### config.mk
export PLATFORM = sky130hd
export DESIGN_NAME = flash_cmd_host
export DESIGN_NICKNAME = d
export VERILOG_FILES = /design/src/include/flash_cmd_pkg.sv /design/src/hw/flash_bus_cycle.sv /design/src/hw/flash_cmd_host.sv
export SDC_FILE = /design/constraint.sdc
export NUM_CORES = 1
export LEC_CHECK = 0
export BUFFER_PORTS_ARGS = -buffer_cell sky130_fd_sc_hd__buf_2
export CORE_UTILIZATION = 45
export CTS_BUF_LIST = sky130_fd_sc_hd__clkbuf_16
export DETAILED_ROUTE_END_ITERATION = 10
export GPL_TIMING_DRIVEN = 0
export PLACE_DENSITY_LB_ADDON = 0.08
export SLEW_MARGIN = 5
export SYNTH_ARGS = -nofsm -noshare
export SYNTH_HDL_FRONTEND = slang
export SYNTH_HIERARCHICAL = 1
export SYNTH_SLANG_ARGS = --single-unit
### constraint.sdc
create_clock -name clk_in -period 2.06 [get_ports clk_in]
set_clock_uncertainty 0.2 [all_clocks]
set_input_delay 0.309 -clock clk_in [delete_from_list [all_inputs] [get_ports clk_in]]
set_output_delay 0.309 -clock clk_in [all_outputs]
set_load 0.005 [all_outputs]
### src/include/flash_cmd_pkg.sv
/*
 * Constants for the host-side command sequencer of a parallel NOR flash.
 * Assumes a 100 MHz clock and an asynchronous flash on the far side of the pins.
 */
// Summary of operation
// - Sequences open with AA to 555 then 55 to 2AA; byte mode uses AAA and 555.
// - Reset is allowed inside autoselect sequences; the host resets to leave autoselect.
// - When the time-limit flag bit rises during program or erase, the host writes reset; flash_cmd_host only raises time_limit_out and waits for a reset op.
// - Program is unlock, A0 to the third unlock address, then value to location.
// - Sector erase is unlock, 80, unlock, then 30 inside the sector.
// - Block erase is the same setup ending with 50 inside the block.
// - Chip erase is the erase setup ending with 10 to the third unlock address.
// - Lone B0 suspends an erase; lone 30 resumes it.
// - Host writes with select and write strobe low, output strobe high.
package flash_cmd_pkg;
   localparam int ADDR_W = 21;
   localparam int DATA_W = 16;
   localparam logic [ADDR_W-1:0] UNLOCK1_WORD = 21'h000555;
   localparam logic [ADDR_W-1:0] UNLOCK2_WORD = 21'h0002aa;
   localparam logic [ADDR_W-1:0] UNLOCK1_BYTE = 21'h000aaa;
   localparam logic [ADDR_W-1:0] UNLOCK2_BYTE = 21'h000555;
   localparam logic [DATA_W-1:0] DAT_UNLOCK1 = 16'h00aa;
   localparam logic [DATA_W-1:0] DAT_UNLOCK2 = 16'h0055;
   localparam logic [DATA_W-1:0] DAT_RESET = 16'h00f0;
   localparam logic [DATA_W-1:0] DAT_AUTOSEL = 16'h0090;
   localparam logic [DATA_W-1:0] DAT_PROGRAM = 16'h00a0;
   localparam logic [DATA_W-1:0] DAT_ERASE_SETUP = 16'h0080;
   localparam logic [DATA_W-1:0] DAT_CHIP_ERASE = 16'h0010;
   localparam logic [DATA_W-1:0] DAT_BLOCK_ERASE = 16'h0050;
   localparam logic [DATA_W-1:0] DAT_SECTOR_ERASE = 16'h0030;
   localparam logic [DATA_W-1:0] DAT_SUSPEND = 16'h00b0;
   localparam logic [DATA_W-1:0] DAT_RESUME = 16'h0030;
   // Autoselect offsets, word then byte
   localparam logic [ADDR_W-1:0] AS_MAKER = 21'h000000;
   localparam logic [ADDR_W-1:0] AS_CONT = 21'h000100;
   localparam logic [ADDR_W-1:0] AS_DEV_WORD = 21'h000001;
   localparam logic [ADDR_W-1:0] AS_DEV_BYTE = 21'h000002;
   localparam logic [ADDR_W-1:0] AS_PROT_WORD = 21'h000002;
   localparam logic [ADDR_W-1:0] AS_PROT_BYTE = 21'h000004;
   localparam int TIME_LIMIT_BIT = 5;
   localparam int STATUS_TOGGLE_BIT = 6;
   // Bus cycle timing
   localparam int CLK_PERIOD_NS = 10;
   localparam int T_SETUP_NS = 30;
   localparam int T_PULSE_NS = 50;
   localparam int T_ACCESS_NS = 70;
   localparam int T_HOLD_NS = 20;
   localparam int SETUP_CYC = (T_SETUP_NS + CLK_PERIOD_NS - 1) / CLK_PERIOD_NS;
   localparam int PULSE_CYC = (T_PULSE_NS + CLK_PERIOD_NS - 1) / CLK_PERIOD_NS;
   localparam int ACCESS_CYC = (T_ACCESS_NS + CLK_PERIOD_NS - 1) / CLK_PERIOD_NS;
   localparam int HOLD_CYC = (T_HOLD_NS + CLK_PERIOD_NS - 1) / CLK_PERIOD_NS;
   localparam int CNT_W = 8;
   // Host commands
   typedef enum logic [3:0] {
      OP_READ = 4'h0, OP_RESET = 4'h1, OP_AUTOSEL = 4'h2, OP_PROGRAM = 4'h3,
      OP_CHIP_ERASE = 4'h4, OP_BLOCK_ERASE = 4'h5, OP_SECTOR_ERASE = 4'h6,
      OP_SUSPEND = 4'h7, OP_RESUME = 4'h8
   } op_e;
endpackage : flash_cmd_pkg

### src/hw/flash_bus_cycle.sv
/*
 * One asynchronous bus cycle on the flash pins: write or read.
 * Assumes the caller pulses start_in for one cycle, then waits for done_out.
 */
`timescale 1ns/1ps
module flash_bus_cycle (
   input  wire logic                                   clk_in,
   input  wire logic                                   reset_in,
   input  wire logic                                   start_in,
   input  wire logic                                   write_in,
   input  wire logic [flash_cmd_pkg::ADDR_W-1:0]       addr_in,
   input  wire logic [flash_cmd_pkg::DATA_W-1:0]       wdata_in,
   input  wire logic [flash_cmd_pkg::DATA_W-1:0]       dq_sync_in,
   output logic                                        done_out,
   output logic [flash_cmd_pkg::DATA_W-1:0]            rdata_out,
   output logic [flash_cmd_pkg::ADDR_W-1:0]            addr_out,
   output logic [flash_cmd_pkg::DATA_W-1:0]            dq_out,
   output logic                                        dq_oe_n_out,
   output logic                                        ce_n_out,
   output logic                                        we_n_out,
   output logic                                        oe_n_out
);
   import flash_cmd_pkg::*;

   typedef enum logic [2:0] {
      BC_IDLE = 3'b000, BC_SETUP = 3'b001, BC_PULSE = 3'b010, BC_ACCESS = 3'b011, BC_HOLD = 3'b100
   } bc_state_e;

   bc_state_e        state_reg, state_next;
   logic [CNT_W-1:0] cnt_reg;
   logic             write_reg;

   wire cnt_done = (cnt_reg == '0);

   // ******************************
   // Phase sequencing
   // ******************************
   always_comb begin
      state_next = state_reg;
      unique case (state_reg)
         BC_IDLE:   if (start_in) state_next = BC_SETUP;
         BC_SETUP:  if (cnt_done) state_next = write_reg ? BC_PULSE : BC_ACCESS;
         BC_PULSE:  if (cnt_done) state_next = BC_HOLD;
         BC_ACCESS: if (cnt_done) state_next = BC_HOLD;
         BC_HOLD:   if (cnt_done) state_next = BC_IDLE;
         default:   state_next = BC_IDLE;
      endcase
   end

   wire [CNT_W-1:0] load_val =
      (state_next == BC_SETUP)  ? CNT_W'(SETUP_CYC - 1) :
      (state_next == BC_PULSE)  ? CNT_W'(PULSE_CYC - 1) :
      (state_next == BC_ACCESS) ? CNT_W'(ACCESS_CYC - 1) : CNT_W'(HOLD_CYC - 1);

   // State, counter and latched cycle kind
   always_ff @(posedge clk_in) begin
      if (reset_in) begin
         state_reg <= BC_IDLE;
         cnt_reg   <= '0;
         write_reg <= 1'b0;
      end else begin
         state_reg <= state_next;
         cnt_reg   <= (state_next != state_reg) ? load_val : cnt_reg - 1'b1;
         if (state_reg == BC_IDLE) write_reg <= write_in;
      end
   end

   // Pins: select falls at setup, strobe rises before select
   always_ff @(posedge clk_in) begin
      if (reset_in) begin
         ce_n_out    <= 1'b1;
         we_n_out    <= 1'b1;
         oe_n_out    <= 1'b1;
         dq_oe_n_out <= 1'b1;
         addr_out    <= '0;
         dq_out      <= '0;
         done_out    <= 1'b0;
         rdata_out   <= '0;
      end else begin
         done_out <= (state_reg == BC_HOLD) && cnt_done;
         if (state_reg == BC_IDLE && start_in) begin
            addr_out    <= addr_in;
            dq_out      <= wdata_in;
            dq_oe_n_out <= ~write_in;
            ce_n_out    <= 1'b0;
         end
         we_n_out <= ~(state_next == BC_PULSE);
         oe_n_out <= ~(state_next == BC_ACCESS);
         if (state_reg == BC_ACCESS && cnt_done) rdata_out <= dq_sync_in;
         if (state_next == BC_IDLE) begin
            ce_n_out    <= 1'b1;
            dq_oe_n_out <= 1'b1;
         end
      end
   end
endmodule : flash_bus_cycle

### src/hw/flash_cmd_host.sv
/*
 * Host-side command sequencer for an asynchronous parallel NOR flash.
 * Turns one operation request into its unlock and command write cycles and any read cycle.
 * Requests are taken only while req_ready_out is high, one at a time.
 * The time-limit flag follows bit 5 of each read and clears on a reset op.
 * Assumes the flash pins are outside the clock domain; read data is synchronised.
 */
`timescale 1ns/1ps
module flash_cmd_host (
   input  wire logic                                   clk_in,
   input  wire logic                                   reset_in,
   input  wire logic                                   req_valid_in,
   input  wire logic [3:0]                             req_op_in,
   input  wire logic [flash_cmd_pkg::ADDR_W-1:0]       req_addr_in,
   input  wire logic [flash_cmd_pkg::DATA_W-1:0]       req_data_in,
   input  wire logic                                   byte_mode_in,
   output logic                                        req_ready_out,
   output logic                                        resp_valid_out,
   output logic [flash_cmd_pkg::DATA_W-1:0]            resp_data_out,
   output logic                                        time_limit_out,
   output logic [flash_cmd_pkg::ADDR_W-1:0]            flash_addr_out,
   output logic [flash_cmd_pkg::DATA_W-1:0]            flash_dq_out,
   input  wire logic [flash_cmd_pkg::DATA_W-1:0]       flash_dq_in,
   output logic                                        flash_dq_oe_n_out,
   output logic                                        flash_ce_n_out,
   output logic                                        flash_we_n_out,
   output logic                                        flash_oe_n_out
);
   import flash_cmd_pkg::*;

   typedef enum logic [1:0] {
      ST_IDLE  = 2'b00,
      ST_ISSUE = 2'b01,
      ST_WAIT  = 2'b10,
      ST_DONE  = 2'b11
   } host_state_e;

   host_state_e                state_reg, state_next;
   // Latched request
   logic [3:0]                 op_reg;
   logic [ADDR_W-1:0]          addr_reg;
   logic [DATA_W-1:0]          data_reg;
   logic                       byte_reg;
   logic [2:0]                 step_reg;
   // Pin synchroniser pair
   logic [DATA_W-1:0]          dq_meta_reg;
   logic [DATA_W-1:0]          dq_sync_reg;
   // Pin cycle engine results
   logic                       cyc_done;
   logic [DATA_W-1:0]          cyc_rdata;

   // ******************************
   // Pin input synchroniser
   // ******************************
   always_ff @(posedge clk_in) begin
      if (reset_in) begin
         dq_meta_reg <= '0;
         dq_sync_reg <= '0;
      end else begin
         dq_meta_reg <= flash_dq_in;
         dq_sync_reg <= dq_meta_reg;
      end
   end

   // ******************************
   // Sequence tables
   // ******************************
   // Unlock addresses follow the width select latched with the request
   wire [ADDR_W-1:0] unl1 = byte_reg ? UNLOCK1_BYTE : UNLOCK1_WORD;
   wire [ADDR_W-1:0] unl2 = byte_reg ? UNLOCK2_BYTE : UNLOCK2_WORD;
   wire              is_erase = (op_reg == OP_CHIP_ERASE) || (op_reg == OP_BLOCK_ERASE) ||
                                (op_reg == OP_SECTOR_ERASE);
   wire              single = (op_reg == OP_READ) || (op_reg == OP_RESET) ||
                              (op_reg == OP_SUSPEND) || (op_reg == OP_RESUME);
   wire [2:0]        last_step = single ? 3'h0 : is_erase ? 3'h5 :
                                 (op_reg == OP_PROGRAM) ? 3'h3 : 3'h2;

   // Command byte of the third cycle
   wire [DATA_W-1:0] third_dat = (op_reg == OP_PROGRAM) ? DAT_PROGRAM :
                                 is_erase ? DAT_ERASE_SETUP : DAT_AUTOSEL;
   // Final erase command and its address
   wire [DATA_W-1:0] erase_dat = (op_reg == OP_CHIP_ERASE)  ? DAT_CHIP_ERASE :
                                 (op_reg == OP_BLOCK_ERASE) ? DAT_BLOCK_ERASE :
                                 DAT_SECTOR_ERASE;
   wire [ADDR_W-1:0] erase_adr = (op_reg == OP_CHIP_ERASE) ? unl1 : addr_reg;
   // Lone command values
   wire [DATA_W-1:0] lone_dat = (op_reg == OP_RESET)   ? DAT_RESET :
                                (op_reg == OP_SUSPEND) ? DAT_SUSPEND :
                                DAT_RESUME;

   // Address and data of the current cycle
   logic [ADDR_W-1:0] cyc_addr;
   logic [DATA_W-1:0] cyc_data;
   always_comb begin
      cyc_addr = unl1;
      cyc_data = DAT_UNLOCK1;
      if (single) begin
         cyc_addr = addr_reg;
         cyc_data = lone_dat;
      end else begin
         unique case (step_reg)
            3'h0: begin
               cyc_addr = unl1;
               cyc_data = DAT_UNLOCK1;
            end
            3'h1: begin
               cyc_addr = unl2;
               cyc_data = DAT_UNLOCK2;
            end
            3'h2: begin
               cyc_addr = unl1;
               cyc_data = third_dat;
            end
            3'h3: begin
               cyc_addr = is_erase ? unl1 : addr_reg;
               cyc_data = is_erase ? DAT_UNLOCK1 : data_reg;
            end
            3'h4: begin
               cyc_addr = unl2;
               cyc_data = DAT_UNLOCK2;
            end
            3'h5: begin
               cyc_addr = erase_adr;
               cyc_data = erase_dat;
            end
            default: begin
               cyc_addr = unl1;
               cyc_data = DAT_UNLOCK1;
            end
         endcase
      end
   end

   // Autoselect sequence ends with a read of the requested offset
   wire as_read   = (op_reg == OP_AUTOSEL) && (step_reg == 3'h3);
   wire cyc_write = (op_reg != OP_READ) && !as_read;
   wire last      = as_read || (!((op_reg == OP_AUTOSEL)) && step_reg == last_step);

   // Handshake events; a request is refused until ready is shown
   wire take_req  = (state_reg == ST_IDLE) && req_valid_in && req_ready_out;
   wire cyc_end   = (state_reg == ST_WAIT) && cyc_done;
   wire issue_now = (state_reg == ST_ISSUE);

   // ******************************
   // Request sequencing
   // ******************************
   // One pin cycle per step, response after the last
   always_comb begin
      state_next = state_reg;
      unique case (state_reg)
         ST_IDLE:  if (take_req) state_next = ST_ISSUE;
         ST_ISSUE: state_next = ST_WAIT;
         ST_WAIT:  if (cyc_done) state_next = last ? ST_DONE : ST_ISSUE;
         ST_DONE:  state_next = ST_IDLE;
      endcase
   end

   // Request capture and step advance
   // Autoselect goes from its third write straight to its read
   always_ff @(posedge clk_in) begin
      if (reset_in) begin
         state_reg <= ST_IDLE;
         op_reg    <= OP_READ;
         addr_reg  <= '0;
         data_reg  <= '0;
         byte_reg  <= 1'b0;
         step_reg  <= '0;
      end else begin
         state_reg <= state_next;
         if (take_req) begin
            op_reg   <= req_op_in;
            addr_reg <= req_addr_in;
            data_reg <= req_data_in;
            byte_reg <= byte_mode_in;
            step_reg <= '0;
         end else if (cyc_end && (op_reg == OP_AUTOSEL) && step_reg == 3'h2)
            step_reg <= 3'h3;
         else if (cyc_end)
            step_reg <= step_reg + 3'h1;
      end
   end

   // Handshake outputs; time-limit flag seen on any read
   // Ready is registered from the next state, so it mirrors the idle state in the same cycle
   always_ff @(posedge clk_in) begin
      if (reset_in) begin
         req_ready_out  <= 1'b0;
         resp_valid_out <= 1'b0;
         resp_data_out  <= '0;
         time_limit_out <= 1'b0;
      end else begin
         req_ready_out  <= (state_next == ST_IDLE);
         resp_valid_out <= (state_reg == ST_DONE);
         if (cyc_end && last)
            resp_data_out <= cyc_rdata;
         if (cyc_end && !cyc_write)
            time_limit_out <= cyc_rdata[TIME_LIMIT_BIT];
         else if (cyc_end && op_reg == OP_RESET)
            time_limit_out <= 1'b0;
      end
   end

   // ******************************
   // Pin cycle engine
   // ******************************
   flash_bus_cycle u_cycle (
      .clk_in      (clk_in),
      .reset_in    (reset_in),
      .start_in    (issue_now),
      .write_in    (cyc_write),
      .addr_in     (cyc_addr),
      .wdata_in    (cyc_data),
      .dq_sync_in  (dq_sync_reg),
      .done_out    (cyc_done),
      .rdata_out   (cyc_rdata),
      .addr_out    (flash_addr_out),
      .dq_out      (flash_dq_out),
      .dq_oe_n_out (flash_dq_oe_n_out),
      .ce_n_out    (flash_ce_n_out),
      .we_n_out    (flash_we_n_out),
      .oe_n_out    (flash_oe_n_out)
   );
endmodule : flash_cmd_host

# After elaboration in Yosys (flattened, before gate mapping)
# Cells that the tools add are included.
[classes]
addsub = 2
n_eq_ne = 25
n_mux = 36
n_bitwise = 3
n_reduce_logical = 37
[op_table]
columns = ["op", "n"]
rows = [
  ["$pmux W16 S4", 1],
  ["$mux W21", 3],
  ["$pmux W21 S3", 1],
  ["$mux W8", 5],
  ["$mux W16", 2],
  ["$mux W3", 7],
  ["$eq A3 B2 Y1 const B", 6],
  ["$eq A4 B3 Y1 const B", 4],
  ["$logic_and A1 B1 Y1", 14],
  ["$mux W7", 2],
  ["$mux W12", 1],
  ["$pmux W3 S4", 1],
  ["$mux W11", 1],
  ["$mux W2", 5],
  ["$eq A3 B1 Y1 const B", 3],
  ["$eq A3 B3 Y1 const B", 3],
  ["$eq A4 B2 Y1 const B", 2],
  ["$logic_not A8 Y1", 1],
  ["$pmux W2 S4", 1],
  ["$reduce_or A2 Y1", 4],
  ["$sub A8 B1 Y8 const B", 1],
  ["$logic_not A3 Y1", 2],
  ["$logic_or A1 B1 Y1", 6],
  ["$mux W6", 1],
  ["other kinds (16)", 26],
]
[word_totals]
register_bits = 168
inputBits = 61
output_inout_bits = 60

# Longest topological paths before layout
[depth]
ltp_word = 12
ltp_mapped = 10
depth_no_buf = 9

# Modules after synthesis
# Netlist, hierarchy kept.
[modules_own_cells]
columns = ["module", "n_inst", "cells_each", "area_per_inst_um2", "seq_area_each_um2"]
rows = [
  ["flash_cmd_host", 1, 481, 4110.2, 1961.9],
  ["flash_bus_cycle", 1, 333, 2763.9, 1401.3],
]

# Least setup slack after synthesis
# Ideal clock, no wire load.
[synth_path]
path_kind = "reg-to-reg"
from = "reg step_reg[0]"
to = "reg u_cycle/addr_out[12] (netlist name)"
setup_ns = 0.070
arrival_time_ns = 1.957
path_slack_ns = -0.167
stages_incl_launch_ff = 11
path_cell_list = "dfxtp_1 > ha_1 > ha_1 > inv_1 > a21oi_1 > nor2_1 > o21ai_1 > clkbuf_1 > and2_1 > nand2_1 > a21oi_1"
[synth_via]
elab_chain_len = 4
[synth_lines]
columns = ["item", "line", "rtl"]
rows = [
  ["from (decl)", "flash_cmd_host.sv:44", "logic [2:0] step_reg;"],
  ["from (signal assigned)", "flash_cmd_host.sv:179", "step_reg <= step_reg + 3'h1;"],
  ["$eq A3 B3 Y1 or $eq A3 B1 Y1 (tied branches)", "flash_cmd_host.sv:101", "unique case (step_reg)"],
  ["$reduce_or A2 Y1 (no source line)", "-", ""],
  ["$pmux W21 S3 (*)", "flash_cmd_host.sv:101", ""],
  ["$mux W21 (*)", "flash_cmd_host.sv:97", "if (single) begin"],
  ["named net cyc_addr[12]", "flash_cmd_host.sv:92", "logic [ADDR_W-1:0] cyc_addr;"],
  ["to (signal assigned)", "flash_bus_cycle.sv:82", "addr_out <= addr_in;"],
  ["to (decl)", "flash_bus_cycle.sv:16", "output logic [flash_cmd_pkg::ADDR_W-1:0] addr_out,"],
]
# The timed path passes the listed nets; every way through them passes the cells marked *.
# A chain may end at the register's enable or synchronous reset.

# Worst setup path in the final report
[layout_path]
from = "reg u_cycle.cnt_reg[5]"
to = "reg u_cycle/rdata_out[9] (netlist name)"
[layout_via]
elab_chain_len = 2
[layout_lines]
columns = ["item", "line", "rtl"]
rows = [
  ["from (decl)", "flash_bus_cycle.sv:30", "logic [CNT_W-1:0] cnt_reg;"],
  ["from (signal assigned)", "flash_bus_cycle.sv:63", "cnt_reg <= (state_next != state_reg) ? load_val : cnt_reg - 1'b1;"],
  ["$logic_not A8 Y1", "flash_bus_cycle.sv:33", "wire cnt_done = (cnt_reg == '0);"],
  ["$logic_and A1 B1 Y1", "flash_bus_cycle.sv:89", "if (state_reg == BC_ACCESS && cnt_done) rdata_out <= dq_sync_in;"],
  ["to (signal assigned)", "flash_bus_cycle.sv:89", ""],
  ["to (decl)", "flash_bus_cycle.sv:15", "output logic [flash_cmd_pkg::DATA_W-1:0] rdata_out,"],
]
# Every way passes these cells.

==> results.toml <==
[placement]
post-place-ws_ns = -0.817
port-buffer-count = 119
gp_congestion = 0.849
hpwl_um = 12400

[synthesis]
synth_seq_cells = 168
synth_ff_type = "dfxtp_1"
synth-seq-area-share = 0.489
syn_avg_cell_area_um2 = 8.44
syn_area_mm2 = 0.00687
synth_fp_nets = 882
synth-async-reset-ratio = 0
yosys_warnings = 6
synthCells = 814
synth-edff-count = 0
ys_types = 64

[flow_run]
maxCapViolCount = 0

[worst_setup_path]
rr_worst_depth = 6
reg2reg_to = "u_cycle/rdata_out[9]$_SDFFE_PP0P_"
worst_ep_required_time_ns = 2.16
rr_startpoint = "u_cycle/cnt_reg[5]$_SDFF_PP0_"
rrSetupSlack_ns = -0.06
critPathLaunchType = "flip-flop"
critPathMaxFanout = 6
worstSetupPathType = "flip-flop to flip-flop"
end_kind = "flip-flop"
cp.arrival_ns = 2.21

[drt]
drc = 7
vias = 6325
routedWlPerCell_um = 15.4
avgViaCountPerCell = 5.13
drt-initial-drc-count = 495
first_pass_iters = 8
antenna_left = 0
routed_wl_um = 19000

[floorplanning]
start_util = 0.468
dieArea_mm2 = 0.0158
core_mm2 = 0.0147
std_cell_rows = 44
die_y_um = 126
ioPinCount = 121
die_x_um = 126

[run_status]
outcome = "finished with violations"
violations = "design-rule violations, negative setup slack"

[hold_path]
hold_path_depth = 2
holdPathEnd = "dq_sync_reg[6]$_SDFF_PP0_"
hold_path_startpoint = "reset_in"
min_path_type = "primary input to flip-flop"

[cells_and_area]
syn_to_final_growth_pct = 37.3
nFillCells = 1319
drive_gt1_frac = 0.266
fin_nets = 1105
layout_common_cells = "193 x nand2_1, 157 x dfxtp_1, 124 x buf_2"
layout_commonest_cell = "nand2_1"
antenna_cells = 0

[cts]
clock_latency_ns = 0.43
cts_max_path_buffers = 2
cts-root-buf = "clkbuf_16"
clock_sinks = 168
cts_buffers = 17
cts_tree = "built"
htreeDepth = 4
clkTransAtPathRegs_ns = 0.07

[global_route]
grt_pass1_vias = 6089
grt_start_max_net_pins = 17
grt-ovfl-total = 0
grt_pass1_wl_um = 30400
grt_use_total = 0.246
antenna_found_initial = 0

[sta]
worst_pin_slew_ns = 0.731
setup_ws_ns = -0.0573
setup_violations = 14
finalHoldViolations = 0
rsz0062_at_grt = "yes"
max_slew_margin = 0.513
fin_crit_sh = 1.03
report.final.slew_viol_count = 0
finalCriticalPeriod_ns = 2.12
clock.fmax_mhz = 472
setup_tns_ns = -0.730

[power]
vdd_drop_max_uv = 698
leakagePower_uw = 0.00384
power_density_mw_per_mm2 = 870
-- cell type report --
class	count	area [um2]	share of cell area
Multi-Input combinational cell	579	3450	0.365
Buffer	53	313	0.0331
Clock buffer	17	425	0.0451
Inverter	12	45.0	0.00477
Sequential cell	168	3380	0.359
Timing Repair Buffer	206	1430	0.152
Clock inverter	15	163	0.0172
Tap cell	184	230	0.0244
-- per-layer routing --
layer	global-route usage	wire length, um	share of wire
met5	0	0	0
met4	0.0717	250	0.013
met3	0.0496	783	0.041
met2	0.398	8950	0.47
met1	0.329	9050	0.48
-- stage by stage --
step / instance area [um2] / hold WS [ns] / utilization / total power [uW] / std cells
after floorplan: 6900 / 0.214 / - / 4420 / 814
final: 9440 / 0.0870 / 0.642 / 8210 / 1234
after global placement: 7720 / 0.215 / 0.525 / 4740 / 1117
after detailed placement: 7720 / 0.220 / 0.525 / 4740 / 1117
after global routing: 9440 / 0.121 / 0.642 / 8570 / 1234
after CTS: 9150 / 0.0880 / 0.622 / 8150 / 1219
-- worst max-delay path, stage by stage (launching register included) --
cell	delay, ns
dfxtp_2	0.32
or4_4	0.53
buf_6	0.15
or4_4	0.50
buf_12	0.19
nand2_4	0.05
a21oi_2	0.04
-- power by group --
part           internal (uW)  total, uW  switching (uW)
clock                   1810       3230            1420
combinational            690       1440             752
sequential              3420       3540             119
total                   5920       8210            2290
-- how the worst max path moves through the flow --
stage,slack [ns],endpoint,startpoint,cells after the start
2_1_floorplan,-0.05,u_cycle/addr_out[12]$_SDFFE_PP0P_,step_reg[0]$_SDFFE_PP0P_,10
3_3_place_gp,-0.69,u_cycle/dq_out[3]$_SDFFE_PP0P_,state_reg[0]$_SDFF_PP0_,7
3_5_place_dp,-0.82,u_cycle/dq_out[4]$_SDFFE_PP0P_,state_reg[0]$_SDFF_PP0_,7
4_1_cts,-0.06,u_cycle/rdata_out[10]$_SDFFE_PP0P_,u_cycle/cnt_reg[5]$_SDFF_PP0_,6
5_1_grt,-0.11,u_cycle/rdata_out[0]$_SDFFE_PP0P_,u_cycle/cnt_reg[5]$_SDFF_PP0_,6
6_report,-0.06,u_cycle/rdata_out[9]$_SDFFE_PP0P_,u_cycle/cnt_reg[5]$_SDFF_PP0_,6
-- synthesized netlist by cell type, types with 4 or more instances --
cell      instances  area share
nand2_1         193        0.11
dfxtp_1         168        0.49
a21oi_1         101       0.074
clkbuf_1         42       0.023
nand2b_1         37       0.034
nor2b_1          37       0.034
nor2_1           28       0.015
mux2i_1          18       0.026
a21o_1           15       0.016
o21ai_0          14       0.010
inv_1            12      0.0066
nor3_1           12      0.0087
nand3_1          11      0.0080
a21oi_2          10       0.013
and2_1           10      0.0091
nand2_2          10      0.0091
and3_1            9      0.0082
ha_1              7       0.013
o21a_1            5      0.0055
xnor2_1           5      0.0064
buf_1             4      0.0022
buf_2             4      0.0029
-- cells by family (layout without fill, tap and decap cells) --
group                    Yosys count  count (layout)  synth area share
AO/OA/AOI/OAI                    172             172             0.153
XOR/XNOR                           8               8            0.0102
adder cells (fa/ha/maj)            7               7            0.0127
buffers and inverters             67             303            0.0446
flip-flops                       168             168             0.489
multiplexers                      18              18            0.0262
AND/OR/NAND/NOR                  374             374             0.264
-- what timing repair did --
action,in CTS,in global routing
cloned,2,2
gates resized for setup,51,60
setup buffers,11,14
hold buffers,58,0
pin swaps,4,4
hold endpoints to repair,58,0
setup endpoints to repair,102,122
(Power assumes the default switching activity.)
